File: src/logic/fs_cmd_defs.svh
`ifndef FS_CMD_DEFS_SVH
`define FS_CMD_DEFS_SVH

// Register byte offsets
`define REG_CMD 8'h00
`define REG_STATUS 8'h04
`define REG_ERR_TYPE 8'h08
`define REG_DATE_TIME 8'h0C
`define REG_FILE_SIZE 8'h10
`define REG_FILE_NAME 8'h14
`define REG_FILE_COUNT 8'h18
`define REG_PATTERN 8'h1C
`define REG_STORED 8'h20
`define REG_TOTAL_CAP 8'h24
`define REG_PER_DIR 8'h28
`define REG_CFG_SIZE 8'h2C
`define REG_DRV_CAP_LO 8'h30
`define REG_DRV_CAP_HI 8'h34
`define REG_CUR_LO 8'h38
`define REG_CUR_HI 8'h3C
`define REG_FAIL_BASE 8'h40
`define REG_FAIL_LAST 8'h5C
`define REG_IRQ_STS 8'h60
`define REG_IRQ_MASK 8'h64
`define REG_FAIL_ADR_LO 8'h68
`define REG_FAIL_ADR_HI 8'h6C
`define REG_FAIL_NAME 8'h70

// Command register fields and codes
`define CMD_CODE_MSB 2
`define CMD_CANCEL_BIT 3
`define CMD_FORMAT 3'h0
`define CMD_SHUTDOWN 3'h1
`define CMD_WRITE 3'h2
`define CMD_READ 3'h3
`define CMD_SECURE_FMT 3'h4

// Status bits
`define STS_BUSY 0
`define STS_ERROR 1
`define STS_VERIFY 2

// Drive capacity high register fields
`define CAP_SECURE_BIT 30
`define CAP_LBA_MODE_BIT 31

// Interrupt status bits
`define IRQ_DONE 0
`define IRQ_ERROR 1
`define IRQ_VERIFY 2
`define IRQ_INIT 3
`define IRQ_WIDTH 4

// Reset values
`define RST_WORD 32'h0000_0000
`define RST_MASK 4'h0

`endif

File: src/logic/fs_cmd_pkg.sv
package fs_cmd_pkg;

	typedef enum logic [1:0] {
		ST_INIT,
		ST_IDLE,
		ST_BUSY,
		ST_OFF
	} ctl_state_t;

	typedef struct packed {
		logic [2:0] code;
		logic [31:0] date_time;
		logic [31:0] file_size;
		logic [26:0] file_name;
		logic [31:0] file_count;
		logic [31:0] pattern;
		logic append;
	} cmd_req_t;

	typedef struct packed {
		logic init_done;
		logic done;
		logic error;
		logic [31:0] err_type;
		logic mismatch;
	} eng_event_t;

	typedef struct packed {
		logic [127:0] received;
		logic [127:0] expected;
		logic [38:0] byte_addr;
		logic [26:0] file_name;
	} fail_info_t;

	typedef struct packed {
		logic [31:0] total_cap;
		logic [31:0] per_dir;
		logic [31:0] file_size;
		logic [31:0] stored;
		logic [47:0] lba_size;
		logic secure_ok;
		logic lba_mode;
	} capacity_t;

endpackage : fs_cmd_pkg

File: src/logic/fail_capture_mem.sv
`timescale 1ns/1ps
// Holds the expected and received words of the first mismatch.
module fail_capture_mem #(
	parameter int WIDTH = 32,
	parameter int DEPTH = 8,
	parameter int AW = 3
) (
	input wire logic clk,
	input wire logic ce,
	input wire logic wr_en,
	input wire logic [WIDTH*DEPTH-1:0] wr_data,
	input wire logic [AW-1:0] rd_idx,
	output logic [WIDTH-1:0] rd_data
);

	logic [WIDTH-1:0] mem_q [DEPTH];

	always_ff @(posedge clk) begin
		if (ce && wr_en) begin
			for (int i = 0; i < DEPTH; i++) begin
				mem_q[i] <= wr_data[i*WIDTH +: WIDTH];
			end
		end
	end

	always_ff @(posedge clk) begin
		if (ce) begin
			rd_data <= mem_q[rd_idx];
		end
	end

endmodule : fail_capture_mem

File: src/logic/fs_cmd_port.sv
`timescale 1ns/1ps
`include "fs_cmd_defs.svh"
module fs_cmd_port
	import fs_cmd_pkg::*;
#(
	parameter int AW = 8
) (
	input wire logic SYS_CLK,
	input wire logic SYS_RST,
	input wire logic CLK_EN,
	input wire logic WB_CYC_I,
	input wire logic WB_STB_I,
	input wire logic WB_WE_I,
	input wire logic [AW-1:0] WB_ADR_I,
	input wire logic [3:0] WB_SEL_I,
	input wire logic [31:0] WB_DAT_I,
	output logic [31:0] WB_DAT_O,
	output logic WB_ACK_O,
	output logic IRQ,
	input wire eng_event_t ENG_EVENT,
	input wire fail_info_t ENG_FAIL,
	input wire logic [56:0] ENG_CUR_SIZE,
	input wire capacity_t ENG_CAPACITY,
	output cmd_req_t CMD_REQ,
	output logic CMD_START,
	output logic CMD_CANCEL,
	output logic DRIVE_ACTIVE
);

	function automatic logic [31:0] merge(input logic [31:0] old,
		input logic [31:0] nw, input logic [3:0] sel);
		logic [31:0] r;
		r = old;
		for (int i = 0; i < 4; i++) begin
			if (sel[i]) begin
				r[i*8 +: 8] = nw[i*8 +: 8];
			end
		end
		return r;
	endfunction : merge

	function automatic logic code_valid(input logic [2:0] c);
		return c == `CMD_FORMAT || c == `CMD_SECURE_FMT ||
			c == `CMD_SHUTDOWN || c == `CMD_WRITE || c == `CMD_READ;
	endfunction : code_valid

	function automatic logic is_xfer(input logic [2:0] c);
		return c == `CMD_WRITE || c == `CMD_READ;
	endfunction : is_xfer

	function automatic logic is_format(input logic [2:0] c);
		return c == `CMD_FORMAT || c == `CMD_SECURE_FMT;
	endfunction : is_format

	ctl_state_t state_q;
	logic wait_q;
	logic wr_now;
	logic cmd_wr;
	logic cmd_go;
	logic done_evt;
	logic err_set;
	logic ver_set;
	logic init_evt;
	logic [31:0] date_time_q;
	logic [31:0] file_size_q;
	logic [26:0] file_name_q;
	logic [31:0] file_count_q;
	logic [31:0] pattern_q;
	logic err_q;
	logic verify_q;
	logic [31:0] err_type_q;
	logic [56:0] cur_size_q;
	capacity_t cap_q;
	logic [31:0] stored_q;
	logic [38:0] fail_addr_q;
	logic [26:0] fail_name_q;
	logic [`IRQ_WIDTH-1:0] irq_sts_q;
	logic [`IRQ_WIDTH-1:0] irq_mask_q;
	logic [`IRQ_WIDTH-1:0] irq_ev;
	logic [31:0] mem_rd;
	logic fail_win;
	logic [31:0] rd_word;
	logic [31:0] merged;
	logic busy;

	// Two-edge answer: the capture memory needs one edge to present data
	assign wr_now = wait_q && WB_CYC_I && WB_STB_I && WB_WE_I;
	assign merged = merge(32'h0000_0000, WB_DAT_I, WB_SEL_I);
	assign cmd_wr = wr_now && WB_ADR_I == `REG_CMD && WB_SEL_I[0];
	assign cmd_go = cmd_wr && state_q == ST_IDLE &&
		code_valid(WB_DAT_I[`CMD_CODE_MSB:0]);
	assign done_evt = state_q == ST_BUSY && ENG_EVENT.done;
	assign init_evt = state_q == ST_INIT && ENG_EVENT.init_done;
	assign err_set = state_q == ST_BUSY && ENG_EVENT.error;
	assign ver_set = state_q == ST_BUSY && CMD_REQ.code == `CMD_READ &&
		ENG_EVENT.mismatch;
	assign fail_win = WB_ADR_I >= `REG_FAIL_BASE &&
		WB_ADR_I <= `REG_FAIL_LAST;
	assign busy = state_q == ST_INIT || state_q == ST_BUSY;
	assign irq_ev = {init_evt, ver_set, err_set, done_evt};

	always_ff @(posedge SYS_CLK) begin
		if (SYS_RST) begin
			wait_q <= 1'b0;
			WB_ACK_O <= 1'b0;
		end else if (CLK_EN) begin
			wait_q <= WB_CYC_I && WB_STB_I && !WB_ACK_O && !wait_q;
			WB_ACK_O <= wait_q && WB_CYC_I && WB_STB_I;
		end
	end

	always_ff @(posedge SYS_CLK) begin
		if (SYS_RST) begin
			state_q <= ST_INIT;
		end else if (CLK_EN) begin
			case (state_q)
				ST_INIT: begin
					if (ENG_EVENT.init_done) begin
						state_q <= ST_IDLE;
					end
				end
				ST_IDLE: begin
					if (cmd_go) begin
						state_q <= ST_BUSY;
					end
				end
				ST_BUSY: begin
					// Mismatch has no path here: only done ends it
					if (ENG_EVENT.done) begin
						state_q <= CMD_REQ.code == `CMD_SHUTDOWN ?
							ST_OFF : ST_IDLE;
					end
				end
				ST_OFF: begin
					state_q <= ST_OFF;
				end
				default: begin
					state_q <= ST_INIT;
				end
			endcase
		end
	end

	always_ff @(posedge SYS_CLK) begin
		if (SYS_RST) begin
			date_time_q <= `RST_WORD;
			file_size_q <= `RST_WORD;
			file_name_q <= 27'h000_0000;
			file_count_q <= `RST_WORD;
			pattern_q <= `RST_WORD;
			irq_mask_q <= `RST_MASK;
		end else if (CLK_EN && wr_now) begin
			case (WB_ADR_I)
				`REG_DATE_TIME: date_time_q <= merge(date_time_q, WB_DAT_I,
					WB_SEL_I);
				`REG_FILE_SIZE: file_size_q <= merge(file_size_q, WB_DAT_I,
					WB_SEL_I);
				`REG_FILE_NAME: file_name_q <= 27'(merge({5'h00, file_name_q},
					WB_DAT_I, WB_SEL_I));
				`REG_FILE_COUNT: file_count_q <= merge(file_count_q, WB_DAT_I,
					WB_SEL_I);
				`REG_PATTERN: pattern_q <= merge(pattern_q, WB_DAT_I, WB_SEL_I);
				`REG_IRQ_MASK: irq_mask_q <= 4'(merge({28'h000_0000,
					irq_mask_q}, WB_DAT_I, WB_SEL_I));
				default: begin
				end
			endcase
		end
	end

	// Launch latches the parameters so later register writes cannot
	// disturb a command in flight
	always_ff @(posedge SYS_CLK) begin
		if (SYS_RST) begin
			CMD_REQ <= '0;
			CMD_START <= 1'b0;
			CMD_CANCEL <= 1'b0;
		end else if (CLK_EN) begin
			CMD_START <= cmd_go;
			CMD_CANCEL <= cmd_wr && WB_DAT_I[`CMD_CANCEL_BIT] &&
				state_q == ST_BUSY && is_xfer(CMD_REQ.code);
			if (cmd_go) begin
				CMD_REQ.code <= WB_DAT_I[`CMD_CODE_MSB:0];
				CMD_REQ.date_time <= date_time_q;
				CMD_REQ.file_size <= file_size_q;
				CMD_REQ.file_name <= file_name_q;
				CMD_REQ.file_count <= file_count_q;
				CMD_REQ.pattern <= pattern_q;
				CMD_REQ.append <= {5'h00, file_name_q} >= stored_q;
			end
		end
	end

	// Sets are placed after the clear so a same-cycle event survives
	always_ff @(posedge SYS_CLK) begin
		if (SYS_RST) begin
			err_q <= 1'b0;
			verify_q <= 1'b0;
			err_type_q <= `RST_WORD;
		end else if (CLK_EN) begin
			if (cmd_go) begin
				err_q <= 1'b0;
				verify_q <= 1'b0;
			end
			if (err_set) begin
				err_q <= 1'b1;
				err_type_q <= ENG_EVENT.err_type;
			end
			if (ver_set) begin
				verify_q <= 1'b1;
			end
		end
	end

	always_ff @(posedge SYS_CLK) begin
		if (SYS_RST) begin
			fail_addr_q <= 39'h00_0000_0000;
			fail_name_q <= 27'h000_0000;
		end else if (CLK_EN && ver_set && !verify_q) begin
			fail_addr_q <= ENG_FAIL.byte_addr;
			fail_name_q <= ENG_FAIL.file_name;
		end
	end

	fail_capture_mem #(
		.WIDTH(32),
		.DEPTH(8),
		.AW(3)
	) u_fail_mem (
		.clk(SYS_CLK),
		.ce(CLK_EN),
		.wr_en(ver_set && !verify_q),
		.wr_data({ENG_FAIL.received, ENG_FAIL.expected}),
		.rd_idx(WB_ADR_I[4:2]),
		.rd_data(mem_rd)
	);

	always_ff @(posedge SYS_CLK) begin
		if (SYS_RST) begin
			cur_size_q <= 57'h000_0000_0000_0000;
		end else if (CLK_EN) begin
			if (cmd_go) begin
				cur_size_q <= 57'h000_0000_0000_0000;
			end else if (state_q == ST_BUSY && is_xfer(CMD_REQ.code)) begin
				cur_size_q <= ENG_CUR_SIZE;
			end
		end
	end

	always_ff @(posedge SYS_CLK) begin
		if (SYS_RST) begin
			cap_q <= '0;
			stored_q <= `RST_WORD;
		end else if (CLK_EN) begin
			if (init_evt || (done_evt && is_format(CMD_REQ.code))) begin
				cap_q <= ENG_CAPACITY;
			end
			if (init_evt || done_evt) begin
				stored_q <= ENG_CAPACITY.stored;
			end
		end
	end

	always_ff @(posedge SYS_CLK) begin
		if (SYS_RST) begin
			irq_sts_q <= `RST_MASK;
			IRQ <= 1'b0;
		end else if (CLK_EN) begin
			if (wr_now && WB_ADR_I == `REG_IRQ_STS) begin
				irq_sts_q <= (irq_sts_q & ~merged[`IRQ_WIDTH-1:0]) | irq_ev;
			end else begin
				irq_sts_q <= irq_sts_q | irq_ev;
			end
			IRQ <= |(irq_sts_q & irq_mask_q);
		end
	end

	always_ff @(posedge SYS_CLK) begin
		if (SYS_RST) begin
			DRIVE_ACTIVE <= 1'b0;
		end else if (CLK_EN) begin
			DRIVE_ACTIVE <= state_q == ST_IDLE || state_q == ST_BUSY;
		end
	end

	always_comb begin
		rd_word = 32'h0000_0000;
		case (WB_ADR_I)
			`REG_CMD: rd_word = {29'h0000_0000, CMD_REQ.code};
			`REG_STATUS: rd_word = {29'h0000_0000, verify_q, err_q, busy};
			`REG_ERR_TYPE: rd_word = err_type_q;
			`REG_DATE_TIME: rd_word = date_time_q;
			`REG_FILE_SIZE: rd_word = file_size_q;
			`REG_FILE_NAME: rd_word = {5'h00, file_name_q};
			`REG_FILE_COUNT: rd_word = file_count_q;
			`REG_PATTERN: rd_word = pattern_q;
			`REG_STORED: rd_word = stored_q;
			`REG_TOTAL_CAP: rd_word = cap_q.total_cap;
			`REG_PER_DIR: rd_word = cap_q.per_dir;
			`REG_CFG_SIZE: rd_word = cap_q.file_size;
			`REG_DRV_CAP_LO: rd_word = cap_q.lba_size[31:0];
			`REG_DRV_CAP_HI: rd_word = {cap_q.lba_mode, cap_q.secure_ok,
				14'h0000, cap_q.lba_size[47:32]};
			`REG_CUR_LO: rd_word = cur_size_q[31:0];
			`REG_CUR_HI: rd_word = {7'h00, cur_size_q[56:32]};
			`REG_IRQ_STS: rd_word = {28'h000_0000, irq_sts_q};
			`REG_IRQ_MASK: rd_word = {28'h000_0000, irq_mask_q};
			`REG_FAIL_ADR_LO: rd_word = fail_addr_q[31:0];
			`REG_FAIL_ADR_HI: rd_word = {25'h000_0000, fail_addr_q[38:32]};
			`REG_FAIL_NAME: rd_word = {5'h00, fail_name_q};
			default: rd_word = fail_win ? mem_rd : 32'h0000_0000;
		endcase
	end

	always_ff @(posedge SYS_CLK) begin
		if (SYS_RST) begin
			WB_DAT_O <= `RST_WORD;
		end else if (CLK_EN && wait_q && WB_CYC_I && WB_STB_I) begin
			WB_DAT_O <= rd_word;
		end
	end

endmodule : fs_cmd_port

File: config.mk
export PLATFORM = sky130hd
export DESIGN_NAME = fs_cmd_port
export DESIGN_NICKNAME = d
export VERILOG_FILES = /design/src/logic/fs_cmd_pkg.sv /design/src/logic/fail_capture_mem.sv /design/src/logic/fs_cmd_port.sv
export VERILOG_INCLUDE_DIRS = /design/src /design/src/logic
export SDC_FILE = /design/constraint.sdc
export NUM_CORES = 2
export LEC_CHECK = 0
export BUFFER_PORTS_ARGS = -buffer_cell sky130_fd_sc_hd__buf_2
export CAP_MARGIN = 40
export CORE_AREA = 2 2 322 324
export DETAILED_ROUTE_END_ITERATION = 16
export DIE_AREA = 0 0 324 326
export GPL_ROUTABILITY_DRIVEN = 0
export HOLD_SLACK_MARGIN = 0.15
export SLEW_MARGIN = 0
export SYNTH_ARGS = -nofsm -noshare
export SYNTH_HDL_FRONTEND = slang
export SYNTH_SLANG_ARGS = --single-unit
export TNS_END_PERCENT = 100
File: constraint.sdc
create_clock -name SYS_CLK -period 22.8 [get_ports SYS_CLK]
set_input_delay 2.28 -clock SYS_CLK [delete_from_list [all_inputs] [get_ports SYS_CLK]]
set_output_delay 2.28 -clock SYS_CLK [all_outputs]
set_load 0.02 [all_outputs]
### After elaboration in Yosys (flattened, before gate mapping)

Memory sizes are Yosys's and may differ from the RTL's. A register that Yosys moved wholly into a read port is not among the register bits.
Index checks and enable logic that the tools add are counted.

| storage, ports and cells | value |
|---|---|
| logic and storage cells | 189 |
| memory bits (writable) | 256 |
| register bits | 697 |
| memories | 1 |
| input bits | 643 |

Memories:

| memory | depth | bits a word | rd ports | clocked after Yosys merged registers in | wr ports | line | RTL |
|---|---|---|---|---|---|---|---|
| u_fail_mem.mem_q | 8 | 32 | 1 | 1 | 8 | fail_capture_mem.sv:16 | `logic [WIDTH-1:0] mem_q [DEPTH];` |

| cells by class | value |
|---|---|
| equal/unequal tests | 34 |
| mux-type cells | 16 |
| bitwise gates (word level) | 5 |
| magnitude comparators | 3 |
| reduce and logical (&&, ||, !) cells | 80 |

Operators by type and width:

| cell | number |
|---|---|
| 32-bit one-hot mux with 21 select lines | 1 |
| 57-bit 2-to-1 mux | 2 |
| 8-bit by 6-bit equality test with 1-bit output (second input constant) | 8 |
| 3-bit AND reduction | 21 |
| 8-bit by 7-bit equality test with 1-bit output (second input constant) | 5 |
| 8-bit by 5-bit equality test with 1-bit output (second input constant) | 4 |
| 27-bit by 32-bit >= comparator with 1-bit output | 1 |
| 32-bit 2-to-1 mux | 1 |
| 1-bit logical AND | 30 |
| 8-bit by 4-bit equality test with 1-bit output (second input constant) | 2 |
| 2-bit AND reduction | 7 |
| 3-bit by 2-bit equality test with 1-bit output (second input constant) | 4 |
| 1-bit logical OR | 10 |
| 4-bit AND | 2 |
| 8-bit by 3-bit equality test with 1-bit output (second input constant) | 1 |
| 8-bit by 7-bit >= comparator with 1-bit output (second input constant) | 1 |
| 8-bit by 7-bit less-or-equal comparator with 1-bit output (second input constant) | 1 |
| 8-bit zero test | 1 |
| 2-bit 2-to-1 mux | 4 |
| 4-bit 2-to-1 mux | 2 |
| 4-bit bitwise OR | 2 |
| 2-bit one-hot mux with 4 select lines | 1 |
| 3-bit by 1-bit equality test with 1-bit output (second input constant) | 2 |
| 3-bit equality test (second input constant) | 2 |
| 11 further kinds | 23 |

### Depth between registers and ports, before layout

| depth | value |
|---|---|
| depth in word-level cells | 9 |
| gate-level depth with buffers | 11 |

### By module

A second synthesis with hierarchy kept.

| second synthesis, totals | value |
|---|---|
| cells, all modules | 4,100 |
| area, all modules | 40,027.1 um^2 |

Modules (own cells, without submodules):

| module | times used | seq. area each (um^2) | cells each | area an instance (um^2) |
|---|---|---|---|---|
| fs_cmd_port | 1 | 13,953.4 | 3,697 | 29,299.4 |
| fail_capture_mem | 1 | 8,648.3 | 403 | 10,727.8 |

### Least setup slack after synthesis

No wires, ideal clock.

| path | value |
|---|---|
| path kind | input port to flip-flop |
| start point | in CLK_EN |
| end point | mem u_fail_mem.mem_q[0][0], enable pin |
| data arrival time | 10.232 ns |
| stages on the path | 6 |
| slack | 11.846 ns |
| setup time | 0.722 ns |
| data required time | 22.078 ns |
| cell sequence | and4b_1 -> nand3_1 -> or2_2 -> clkbuf_1 -> inv_1 -> clkbuf_1 |

RTL lines:

| element | line | RTL |
|---|---|---|
| from (decl) | fs_cmd_port.sv:10 | `input wire logic CLK_EN,` |
| to (decl) | fail_capture_mem.sv:16 |  |

==> impl_metrics.tcl <==
set metrics [dict create \
    top_flip_flop_cell_by_instance_count_after_synthesis "sky130_fd_sc_hd__dfxtp_1" \
    synth-compound-area-share 0.1423 \
    p_leak_uw 0.01765 \
    met1_usage 0.4314 \
    relSlewSlack 0.3169 \
    finalHoldViolations 0 \
    crit_top_cell "sky130_fd_sc_hd__buf_4" \
    crit_slowest_cell "sky130_fd_sc_hd__buf_4" \
    fp.dieW_um 324 \
    post_cts_resized 0 \
    p_per_area_nw_per_um2 78.02 \
    whs_path_depth 2 \
    setup_viol 0 \
    htreeDepth 3 \
    mostFrequentLayoutCells "987 x sky130_fd_sc_hd__nand2_1, 834 x sky130_fd_sc_hd__buf_2, 697 x sky130_fd_sc_hd__dfxtp_1, 548 x sky130_fd_sc_hd__a21oi_1, 288 x sky130_fd_sc_hd__edfxtp_1" \
    cts_max_path_buffers 3 \
    share_clk_of_total_power 0.449 \
    timing.setup.tns_ns 0 \
    cts-root-buf "sky130_fd_sc_hd__clkbuf_16" \
    critical_path.startpoint_type "input pin" \
    grt-busiest-layer "met2" \
    dpl_cell_area_sq_um 45260 \
    final_common_cell "sky130_fd_sc_hd__nand2_1" \
    finalNetCount 5408 \
    core_region_area_sq_um 102600 \
    start_util 0.3866 \
    via_per_inst 5.727 \
    crit_end "u_fail_mem.mem_q[5][9]$_DFFE_PP_" \
    path_clk_slew_ns 0.06 \
    ir_worst_vdd_mv 0.08513 \
    drtAntennaViolNets 0 \
    netlist_instances 4008 \
    seqCellArea_sq_um 22600 \
    hold_class "flip-flop to flip-flop" \
    die_height_um 326 \
    met3_usage 0.1200 \
    number_of_buffers_added_for_setup_after_cts 0 \
    setup.reg_to_reg.worst_slack_ns 18.12 \
    cts.sinks 985 \
    power.switching_fraction 0.2403 \
    holdBufCountCts 0 \
    post_synth_mux_area_share 0.1002 \
    drive_gt1_frac 0.2578 \
    layout.cells.non_filler 6250 \
    timing.final.crit_share 0.2609 \
    synth-seq-cells 985 \
    fill_cells 9952 \
    grt_setup_unrepaired "false" \
    critical_path.max_fanout 96 \
    critical-path-max-stage-delay_ns 0.75 \
    antenna_found_initial 118 \
    min_period_ns 5.949 \
    cp_data_arrival_time_ns 6.32 \
    power.switching_uw 914.8 \
    synthesis.area_sq_um 39670 \
    share_comb_of_total_power 0.066 \
    postSynth.asyncResetShare 0 \
    synth.largest_area_cell "sky130_fd_sc_hd__dfxtp_1" \
    worst_pin_slew_ns 1.025 \
    timing.critical_path.to_type "flip-flop" \
    ys_seq_area_frac 0.5698 \
    worst_clock_skew_ns 0.02059 \
    fmaxAchievable_mhz 168.1 \
    worst-setup-path-type "input pin to flip-flop" \
    routed-via-count 35790 \
    place_hpwl_um 141000 \
    io_pins 839 \
    syn_nets 4682 \
    grt_use_total 0.3466 \
    pwr-share-seq 0.485 \
    worstPathRequired_ns 23.17 \
    synth_xor_area_frac 0 \
    multi_input_comb_area_sq_um 15790 \
    global_route.overflow_total 0 \
    detail_route.iter0.violations 4608 \
    synthesis.area_per_instance_sq_um 9.897 \
    path_cells "buf_2, buf_4, and4b_1, nand3_1, or2_2, buf_4, inv_8, buf_4, buf_4, buf_16" \
    syn_to_final_growth_pct 23.03 \
    status "finished clean" \
    synth_edf_count 288 \
    synth.top_cell.area_share 0.3518 \
    synth.lib_cells_used.distinct 76 \
    cts_tree "yes" \
    total_power_uw 3808 \
    crit-reg2reg-launch "state_q[0]$_SDFFE_PP0P_" \
    rr_worst_depth 10 \
    global_route_wire_length_before_repair_um 257200 \
    final_number_of_max_transition_violations 0 \
    tritoncts.num_buffers 104 \
    clock_latency_at_the_later_pin_of_the_worst_skew_pair_ns 0.70 \
    combinational_family_with_the_most_area_after_synthesis "simple AND/OR/NAND/NOR gates" \
    r2r_end "u_fail_mem.mem_q[5][9]$_DFFE_PP_" \
    grt_max_degree 142 \
    floorplan.rows 118 \
    via_count_of_the_first_global_routing_pass 33460 \
    share_of_synthesized_cell_area_in_full_adder_half_adder_and_majority_cells 0.009778 \
    post_synthesis_simple_gate_area_fraction 0.1436 \
    detail_route.drc_violations 0 \
    final_core_util 0.4756 \
    dr.pass1.iters 8 \
    placed_cells_incl_taps 6004 \
    die-area_sq_um 105600 \
    io_buffer_count 838 \
    drv_cap 0 \
    wire_per_inst_um 30.05 \
    worst_hold_launch "CMD_REQ[41]$_SDFFE_PP0P_" \
    finalWirelength_um 187800 \
    gr-usage-met2 0.5130 \
    stdcell_area_sq_um 48800 \
    timing.critical_path.from "CLK_EN" \
    yosys-top-cells-area "sky130_fd_sc_hd__dfxtp_1 35%, sky130_fd_sc_hd__edfxtp_1 22%, sky130_fd_sc_hd__nand2_1 9.3%, sky130_fd_sc_hd__a21oi_1 6.9%, sky130_fd_sc_hd__mux2i_1 4.5%" \
    yosysWarningCount 0 \
    power_report.internal_total_uw 2893 \
]
==> kinds of logic after synthesis <==
family / Yosys count
buffers and inverters: 332
AO/OA/AOI/OAI: 954
AND/OR/NAND/NOR: 1406
multiplexers: 300
adder cells (fa/ha/maj): 31
flip-flops: 985
==> how the worst min path moves through the flow <==
stage	to	slack, ns
global placement	cap_q[99]$_SDFFE_PP0P_	0.44
detailed placement	cap_q[39]$_SDFFE_PP0P_	0.44
floorplan	cap_q[104]$_SDFFE_PP0P_	0.43
finish	CMD_REQ[41]$_SDFFE_PP0P_	0.45
global route	CMD_REQ[141]$_SDFFE_PP0P_	0.46
CTS	CMD_REQ[91]$_SDFFE_PP0P_	0.45
==> critical path, delay by kind of cell <==
kind	cells	cell delay [ns]
simple gates	3	0.85
buf+inv	7	2.92
==> power by group through the flow <==
stage | clock network (uW) | logic (uW) | registers [uW]
after global placement | 0 | 236 | 1880
after floorplan | 0 | 111 | 1870
after global routing | 1800 | 262 | 1850
final | 1710 | 249 | 1850
after detailed placement | 0 | 243 | 1880
after CTS | 1730 | 244 | 1850
==> cell usage after synthesis, types with 31 or more instances <==
cell type	count
sky130_fd_sc_hd__a21oi_1	548
sky130_fd_sc_hd__o21ai_0	95
sky130_fd_sc_hd__nand2_1	987
sky130_fd_sc_hd__mux2i_1	179
sky130_fd_sc_hd__edfxtp_1	288
sky130_fd_sc_hd__inv_1	34
sky130_fd_sc_hd__buf_2	64
sky130_fd_sc_hd__mux2_2	48
sky130_fd_sc_hd__clkbuf_1	207
sky130_fd_sc_hd__dfxtp_1	697
sky130_fd_sc_hd__mux4_2	73
sky130_fd_sc_hd__a22oi_1	157
sky130_fd_sc_hd__nor2_1	279
sky130_fd_sc_hd__ha_1	31
==> final cells by class <==
cell class,instances,share of cell area
Multi-Input combinational cell,2691,0.3235
Timing Repair Buffer,918,0.1033
Tap cell,1380,0.03538
Clock inverter,50,0.008640
Inverter,34,0.002769
Antenna cell,49,0.002513
Sequential cell,985,0.4631
Clock buffer,143,0.06081
==> sequential cells by signal, indices dropped and copies added, names as in the netlist, 32 cells and up <==
name	flops
pattern_q	32
u_fail_mem.rd_data	32
err_type_q	32
cur_size_q	57
date_time_q	32
cap_q	146
file_count_q	32
file_size_q	32
CMD_REQ	159
WB_DAT_O	32
u_fail_mem.mem_q	256
fail_addr_q	39
stored_q	32
==> stage by stage <==
step / hold WS [ns] / worst slack [ns]
2_1_floorplan: 0.4284 / 11.85
3_3_place_gp: 0.4357 / 16.05
3_5_place_dp: 0.4413 / 16.16
4_1_cts: 0.4512 / 16.90
5_1_grt: 0.4626 / 16.58
6_report: 0.4497 / 16.85
==> routing by layer <==
layer  vias to the layer above  wire length [um]
met2                      2323             81330
met3                       613             22850
li1                      15680                 -
met1                     17110             70110
met4                        70             13080
met5                         -               426
(Power assumes the default switching activity.)
